**config.mk**
```make
export PLATFORM = sky130hd
export DESIGN_NAME = user_pin_and_prebuffer_regs
export DESIGN_NICKNAME = d
export VERILOG_FILES = /design/src/pkg/pin_regs_pkg.sv /design/src/logic/user_pin_and_prebuffer_regs.sv
export VERILOG_INCLUDE_DIRS = /design/src /design/src/pkg
export SDC_FILE = /design/constraint.sdc
export NUM_CORES = 1
export LEC_CHECK = 0
export ABC_AREA = 1
export ABC_CLOCK_PERIOD_IN_PS = 1500
export BUFFER_PORTS_ARGS = -buffer_cell sky130_fd_sc_hd__buf_2
export CAP_MARGIN = 20
export CORE_UTILIZATION = 53
export DETAILED_ROUTE_END_ITERATION = 16
export PLACE_DENSITY = 0.79
export SLEW_MARGIN = 20
export SYNTH_ARGS = -nofsm -noshare
export SYNTH_HDL_FRONTEND = slang
export SYNTH_SLANG_ARGS = --single-unit
```
**constraint.sdc**
```tcl
create_clock -name sys_clk_in -period 1.5 [get_ports sys_clk_in]
set_input_delay 0.3 -clock sys_clk_in [delete_from_list [all_inputs] [get_ports sys_clk_in]]
set_output_delay 0.3 -clock sys_clk_in [all_outputs]
set_load 0.005 [all_outputs]
```
**src/pkg/pin_regs_defines.svh**
```systemverilog
`ifndef PIN_REGS_DEFINES_SVH
`define PIN_REGS_DEFINES_SVH

// ----------------------------------------
// Register offsets
// ----------------------------------------
`define PIN_CTRL_ADDR      7'h0e
`define PIN_OUT_ADDR       7'h0f
`define PIN_IN_ADDR        7'h10
`define PREBUF_LOW_ADDR    7'h11
`define PREBUF_HIGH_ADDR   7'h12

// ----------------------------------------
// Fields
// ----------------------------------------
`define PIN_ENABLE_BIT     7
`define PIN_COUNT          5

// ----------------------------------------
// Reset values
// ----------------------------------------
`define PIN_CTRL_RESET     8'h00
`define PIN_OUT_RESET      8'h00
`define PIN_IN_RESET       8'h00
`define PREBUF_RESET       8'hff

`endif

```
**src/pkg/pin_regs_pkg.sv**
```systemverilog
package pin_regs_pkg;
   // Register access request from the serial control front end
   typedef struct packed {
      logic       wr;
      logic [6:0] addr;
      logic [7:0] data;
   } reg_req_t;

   // User pin bundle: level out, enable out
   typedef struct packed {
      logic [4:0] level;
      logic [4:0] drive;
   } pin_drive_t;
endpackage

```
**src/logic/user_pin_and_prebuffer_regs.sv**
```systemverilog
// How it works
// - Control bit 1 sets pin 1 direction
// - Control bit 0 sets pin 0 direction
// - Control bits 4..2 set pins 4..2 direction
// - Control bit 7 enables pins, SPI mode only
// - Output levels register at 0x0f, reset zero
// - Bit n maps straight to pin n
// - Input levels register at 0x10 samples inputs
// - Low precharge register 0x11, resets 0xff
// - High precharge register 0x12, resets 0xff
// - Bit 2k positive, 2k+1 negative buffer
// - Precharge writes store inverted byte
`timescale 1ns/10ps
`include "pin_regs_defines.svh"

module user_pin_and_prebuffer_regs (
   input  wire logic                      sys_clk_in,
   input  wire logic                      rst_n_in,
   input  wire pin_regs_pkg::reg_req_t    req_in,
   input  wire logic                      req_valid_in,
   input  wire logic                      spi_mode_in,
   input  wire logic [4:0]                pin_level_in,
   output      pin_regs_pkg::pin_drive_t  pin_out,
   output      logic [7:0]                rd_data_out,
   output      logic [7:0]                pos_precharge_on_out,
   output      logic [7:0]                neg_precharge_on_out
);

   // ----------------------------------------
   // Register storage
   // ----------------------------------------
   logic [7:0] pin_ctrl_r;
   logic [7:0] pin_out_r;
   logic [7:0] pin_in_r;
   logic [7:0] prebuf_low_r;
   logic [7:0] prebuf_high_r;
   logic [7:0] rd_data_nxt;
   logic       wr_en;
   logic       pins_live;

   assign wr_en     = req_valid_in && req_in.wr;
   // Pins only usable in SPI control mode with the global enable set
   assign pins_live = pin_ctrl_r[`PIN_ENABLE_BIT] && spi_mode_in;

   always_ff @(posedge sys_clk_in) begin
      if (!rst_n_in) begin
         pin_ctrl_r <= `PIN_CTRL_RESET;
      end else if (wr_en && req_in.addr == `PIN_CTRL_ADDR) begin
         // Bits 6..5 are reserved and read as zero
         pin_ctrl_r <= {req_in.data[7], 2'h0, req_in.data[4:0]};
      end
   end

   always_ff @(posedge sys_clk_in) begin
      if (!rst_n_in) begin
         pin_out_r <= `PIN_OUT_RESET;
      end else if (wr_en && req_in.addr == `PIN_OUT_ADDR) begin
         pin_out_r <= {3'h0, req_in.data[4:0]};
      end
   end

   always_ff @(posedge sys_clk_in) begin
      if (!rst_n_in) begin
         prebuf_low_r  <= `PREBUF_RESET;
         prebuf_high_r <= `PREBUF_RESET;
      end else if (wr_en) begin
         // Host writes the complement of the wanted settings
         if (req_in.addr == `PREBUF_LOW_ADDR) begin
            prebuf_low_r <= ~req_in.data;
         end
         if (req_in.addr == `PREBUF_HIGH_ADDR) begin
            prebuf_high_r <= ~req_in.data;
         end
      end
   end

   // ----------------------------------------
   // Per-pin sampling and drive
   // ----------------------------------------
   genvar i;
   generate
      for (i = 0; i < `PIN_COUNT; i++) begin : g_pin
         logic drive_en;
         // Output pins keep their last sampled value rather than echo themselves
         assign drive_en = pins_live && pin_ctrl_r[i];
         always_ff @(posedge sys_clk_in) begin
            if (!rst_n_in) begin
               pin_in_r[i] <= 1'b0;
            end else if (pins_live && !pin_ctrl_r[i]) begin
               pin_in_r[i] <= pin_level_in[i];
            end
         end
         always_ff @(posedge sys_clk_in) begin
            if (!rst_n_in) begin
               pin_out.level[i] <= 1'b0;
               pin_out.drive[i] <= 1'b0;
            end else begin
               pin_out.level[i] <= pin_out_r[i];
               pin_out.drive[i] <= drive_en;
            end
         end
      end
   endgenerate

   always_ff @(posedge sys_clk_in) begin
      if (!rst_n_in) begin
         pin_in_r[7:5] <= 3'h0;
      end else begin
         pin_in_r[7:5] <= 3'h0;
      end
   end

   // ----------------------------------------
   // Precharge outputs
   // ----------------------------------------
   generate
      for (i = 0; i < 4; i++) begin : g_chan
         always_ff @(posedge sys_clk_in) begin
            if (!rst_n_in) begin
               pos_precharge_on_out[i]     <= 1'b1;
               neg_precharge_on_out[i]     <= 1'b1;
               pos_precharge_on_out[i + 4] <= 1'b1;
               neg_precharge_on_out[i + 4] <= 1'b1;
            end else begin
               pos_precharge_on_out[i]     <= prebuf_low_r[2 * i];
               neg_precharge_on_out[i]     <= prebuf_low_r[2 * i + 1];
               pos_precharge_on_out[i + 4] <= prebuf_high_r[2 * i];
               neg_precharge_on_out[i + 4] <= prebuf_high_r[2 * i + 1];
            end
         end
      end
   endgenerate

   // ----------------------------------------
   // Read path
   // ----------------------------------------
   always_comb begin
      case (req_in.addr)
         `PIN_CTRL_ADDR:    rd_data_nxt = pin_ctrl_r;
         `PIN_OUT_ADDR:     rd_data_nxt = pin_out_r;
         `PIN_IN_ADDR:      rd_data_nxt = pin_in_r;
         `PREBUF_LOW_ADDR:  rd_data_nxt = prebuf_low_r;
         `PREBUF_HIGH_ADDR: rd_data_nxt = prebuf_high_r;
         default:           rd_data_nxt = 8'h00;
      endcase
   end

   always_ff @(posedge sys_clk_in) begin
      if (!rst_n_in) begin
         rd_data_out <= 8'h00;
      end else if (req_valid_in && !req_in.wr) begin
         rd_data_out <= rd_data_nxt;
      end
   end
endmodule

```
== After elaboration in Yosys (flattened, before gate mapping) ==
Cells that the tools add are included.

* Output and inout bits: 34
* Word-level logic and storage cells: 66
* Input port bits: 25
* Bits in registers: 66

* Multiplexer cells: 1
* Bitwise operators: 1
* Reductions and logical operators: 23
* Equality and inequality tests: 5

{| class="wikitable"
|+ Operators with widths
! operator !! count
|-
| 8-bit case mux with 5 select lines || 1
|-
| 7-bit by 5-bit == test with 1-bit output, second input constant || 3
|-
| 1-bit logical AND || 15
|-
| 7-bit by 4-bit == test with 1-bit output, second input constant || 2
|-
| 8-bit inverter || 1
|-
| 1-bit logical NOT || 6
|-
| 2-bit AND reduction || 2
|}

== Logic depth before layout (Yosys ltp) ==
* Depth in word-level cells: 2
* Gate-level depth with buffers: 8
* Gate-level depth less buffers: 7

== Least setup slack after synthesis ==
OpenSTA, ideal clock, no wires.

* Kind: input to register
* Start point: input port req_in[9] (netlist name)
* End point: register prebuf_low_r[5]
* Buffers on the path: 1
* Stages on the path: 7
* Data required time: 1381 ps
* Setup slack: 292 ps
* Arrival time: 1089 ps
* Setup time: 119 ps
* Cells stage by stage: inv_1 -> nand2_1 -> nor2_8 -> nand3_4 -> buf_6 -> a21oi_1 -> o21ai_1

* Word-level cells in the longest chain between the ends: 2

{| class="wikitable"
|+ Ends and longest elaborated chain
! item !! line !! text
|-
| start, declared || user_pin_and_prebuffer_regs.sv:19 || <nowiki>input wire pin_regs_pkg::reg_req_t req_in,</nowiki>
|-
| 7-bit by 5-bit == test with 1-bit output || -- ||
|-
| 2-bit AND reduction (no line) || -- ||
|-
| end signal, assigned || user_pin_and_prebuffer_regs.sv:64 || <nowiki>prebuf_low_r <= `PREBUF_RESET;</nowiki>
|-
| end signal, assigned || user_pin_and_prebuffer_regs.sv:69 || <nowiki>prebuf_low_r <= ~req_in.data;</nowiki>
|-
| end, declared || user_pin_and_prebuffer_regs.sv:35 || <nowiki>logic [7:0] prebuf_low_r;</nowiki>
|}

Every way passes these cells.
A chain may end at the register's enable or synchronous reset.

== Worst setup path after layout ==
* Start point: register pin_ctrl_r[7]
* End point: register pin_in_r[2]

* Word-level cells in the longest chain between the ends: 2

{| class="wikitable"
|+ Ends and longest elaborated chain
! item !! line !! text
|-
| start, declared || user_pin_and_prebuffer_regs.sv:32 || <nowiki>logic [7:0] pin_ctrl_r;</nowiki>
|-
| start signal, assigned || user_pin_and_prebuffer_regs.sv:47 || <nowiki>pin_ctrl_r <= `PIN_CTRL_RESET;</nowiki>
|-
| start signal, assigned || user_pin_and_prebuffer_regs.sv:50 || <nowiki>pin_ctrl_r <= {req_in.data[7], 2'h0, req_in.data[4:0]};</nowiki>
|-
| 1-bit logical AND || user_pin_and_prebuffer_regs.sv:43 || <nowiki>assign pins_live = pin_ctrl_r[`PIN_ENABLE_BIT] && spi_mode_in;</nowiki>
|-
| 1-bit logical AND || user_pin_and_prebuffer_regs.sv:89 || <nowiki>end else if (pins_live && !pin_ctrl_r[i]) begin</nowiki>
|-
| end signal, assigned by index || user_pin_and_prebuffer_regs.sv:90 || <nowiki>pin_in_r[i] <= pin_level_in[i];</nowiki>
|-
| end, declared || user_pin_and_prebuffer_regs.sv:34 || <nowiki>logic [7:0] pin_in_r;</nowiki>
|}

Every way passes these cells.

==> results.py <==
metrics = {
    "global_route": {
        "grt_usage_pct": 23.88,
        "grt-ovfl-total": 0,
        "grt_pass1_wl_mm": 9.170,
        "grt_max_degree": 39,
        "grt_pass1_vias": 1953,
        "antenna_found_initial": 0,
    },
    "detailed_routing": {
        "first_pass_iters": 4,
        "drt-initial-drc-count": 140,
        "finalWirelength_mm": 5.669,
        "vias_per_cell": 5.098,
        "vias": 2177,
        "drc_errors": 0,
        "final_antenna_net_count": 0,
        "wire_per_inst_um": 13.28,
    },
    "timing": {
        "finalSetupViolations": 0,
        "fmax_mhz": 869.4,
        "min_period_ns": 1.150,
        "finalSetupTns_ns": 0,
        "relSlewSlack_pct": 76.54,
        "hold_viol_final": 0,
        "finalCritPeriodShare_pct": 76.68,
        "layout_setup_ws_ns": 0.3498,
        "grt_setup_unrepaired": "false",
        "slew_viol_final": 0,
        "tightest_slew_ns": 0.3511,
        "hold_ws_ns": 0.1712,
        "clock-skew-final_ns": 0.009403,
    },
    "logic_synthesis": {
        "netlist_area_mm2": 0.002576,
        "syn-num-nets": 329,
        "synth.distinct_cells": 26,
        "ys.flop_type": "dfxtp_1",
        "async_flop_share_pct": 0,
        "ys_warn_count": 0,
        "yosys.area.top_type": "dfxtp_1",
        "synthTopCellsByCount": "66 x dfxtp_1, 37 x inv_1, 35 x nand2_1, 34 x a21oi_1, 28 x nand3_1",
        "synth-seq-area-share_pct": 51.29,
        "ys_ff_latch": 66,
        "synth.most_common_cell": "dfxtp_1",
        "syn_avg_cell_area_um2": 8.474,
        "synth_top_area_share_pct": 51.29,
        "syn_inst": 304,
        "synth-edff-count": 0,
        "ys_top_cells_by_area": "dfxtp_1 51%, a21oi_1 6.6%, nand3_1 5.4%",
    },
    "critical_path": {
        "reg2reg_depth": 4,
        "startpoint": "pin_ctrl_r[7]",
        "start_kind": "flop",
        "endpoint_kind": "flop",
        "cp_max_fo": 11,
        "crit_required_ns": 1.77,
        "critPathArrivalTime_ns": 1.42,
        "slowest_delay_ns": 0.36,
        "crit_path_cell_trace": "nand2_1 > inv_1 > nand3_1 > a21oi_1",
        "path_class": "reg -> reg",
        "crit_path_top_delay_cell": "dfxtp_1",
        "r2r_start": "pin_ctrl_r[7]",
    },
    "final_layout": {
        "nNetsFinal": 393,
        "final_cell_area_mm2": 0.003126,
        "multiInputGateArea_mm2": 0.001018,
        "drive_above_1_share_pct": 31.10,
        "area_growth_pct": 21.32,
        "utilization_pct": 66.61,
        "antenna_cells": 0,
        "regArea_mm2": 0.001321,
        "fill_cells": 414,
    },
    "pwr": {
        "cellPowerDensity_mw_per_mm2": 1100,
        "irDropWorstVdd_v": 0.0007714,
        "p_leak_nw": 1.427,
    },
    "place": {
        "place_congestion": 0.8019,
        "port_buffers": 58,
        "place_ws_ns": 0.06937,
        "dp_hpwl_mm": 3.966,
        "place_area_mm2": 0.002928,
    },
    "clock_network": {
        "cts-htree-levels": 3,
        "cts_tree": "done",
        "path_clk_slew_ns": 0.07,
        "cts_buffers": 9,
        "clock_path_buffers": 2,
        "cts_resized": 0,
        "cts_hold_buf": 0,
        "clock-sinks": 66,
        "post_cts_buffers": 0,
        "insertion_delay_ns": 0.34,
        "root_buffer": "clkbuf_8",
    },
    "floorplanning": {
        "coreArea_mm2": 0.004692,
        "dieWidth_um": 71.72,
        "die_y_um": 71.72,
        "die_area_mm2": 0.005144,
        "start_util_pct": 54.91,
        "io_pins": 59,
        "rows": 25,
    },
    "min_path": {
        "min_path_cells": 2,
        "min_path_type": "in -> reg",
        "hp-start": "req_in[6]",
    },
    "job": {
        "max_cap_violations": 0,
    },
    "status": {
        "outcome": "finished clean",
    },
}
-- critical path, delay by kind of cell, from the launching register on --
family | cells | cell delay, ns
AOI/OAI and AO/OA | 1 | 0.15
buffers and inverters | 1 | 0.24
DFF | 1 | 0.36
and+or+nand+nor | 2 | 0.33
-- placed cells by master, fill, tap and decap left out, types with 6 or more instances in the layout --
cell type / Yosys / layout
inv_1: 37 / 37
nor2_1: 8 / 8
buf_4: 1 / 8
nand2_1: 35 / 35
clkbuf_8: 0 / 11
a21oi_2: 6 / 6
or2_2: 9 / 9
a21oi_1: 34 / 34
o21ai_0: 20 / 20
o21ai_1: 21 / 21
dfxtp_1: 66 / 66
nand3_1: 28 / 28
buf_2: 3 / 58
-- cell families (layout without fill, tap and decap cells) --
group	Yosys count	in the layout	synth area share, %
compound gates	84	84	17.63
simple gates	100	100	21.90
buf+inv	54	123	9.179
flops	66	66	51.29
-- routing by layer --
| layer | part of all wire [%] | track usage (%) | wire length [um] |
|---|---|---|---|
| met5 | 0 | 0 | 0 |
| met3 | 6.0 | 4.923 | 338 |
| met2 | 45 | 36.48 | 2526 |
| met4 | 2.3 | 14.16 | 131 |
| met1 | 47 | 31.30 | 2672 |
-- layout make-up --
class,count,share of cell area (%)
flip-flops and latches,66,42.27
well taps,54,2.162
multi-input cells,184,32.59
repair buffers,67,11.85
clock buffers,14,5.204
clock inverters,2,1.121
inverters,40,4.804
-- path summary, 6_finish.rpt --
path	end	slack [ns]
hold reg to reg	pin_out[9]	0.45
setup / recovery	pin_in_r[2]	0.35
setup reg to reg	pin_in_r[2]	0.35
hold / removal	prebuf_high_r[6]	0.17
-- per-stage QoR --
stage,instances,power [mW]
after floorplan,304,1.907
after global placement,411,1.995
after detailed placement,411,1.996
after CTS,427,3.461
after global routing,427,3.536
final,427,3.437
-- state kept, by name, indices dropped and copies added (netlist names) --
| signal | count |
|---|---|
| neg_precharge_on_out | 8 |
| pin_out | 10 |
| prebuf_low_r | 8 |
| pos_precharge_on_out | 8 |
| rd_data_out | 8 |
| pin_in_r | 5 |
| prebuf_high_r | 8 |
| pin_ctrl_r | 6 |
| pin_out_r | 5 |
-- power breakdown --
group          total [mW]  switching, mW  internal (mW)  leakage, nW
clock network        1.48          0.620          0.858        0.101
logic               0.191          0.124         0.0670        0.792
registers            1.77        0.00487           1.76        0.534
No activity file was read; power rests on OpenSTA's default activity.
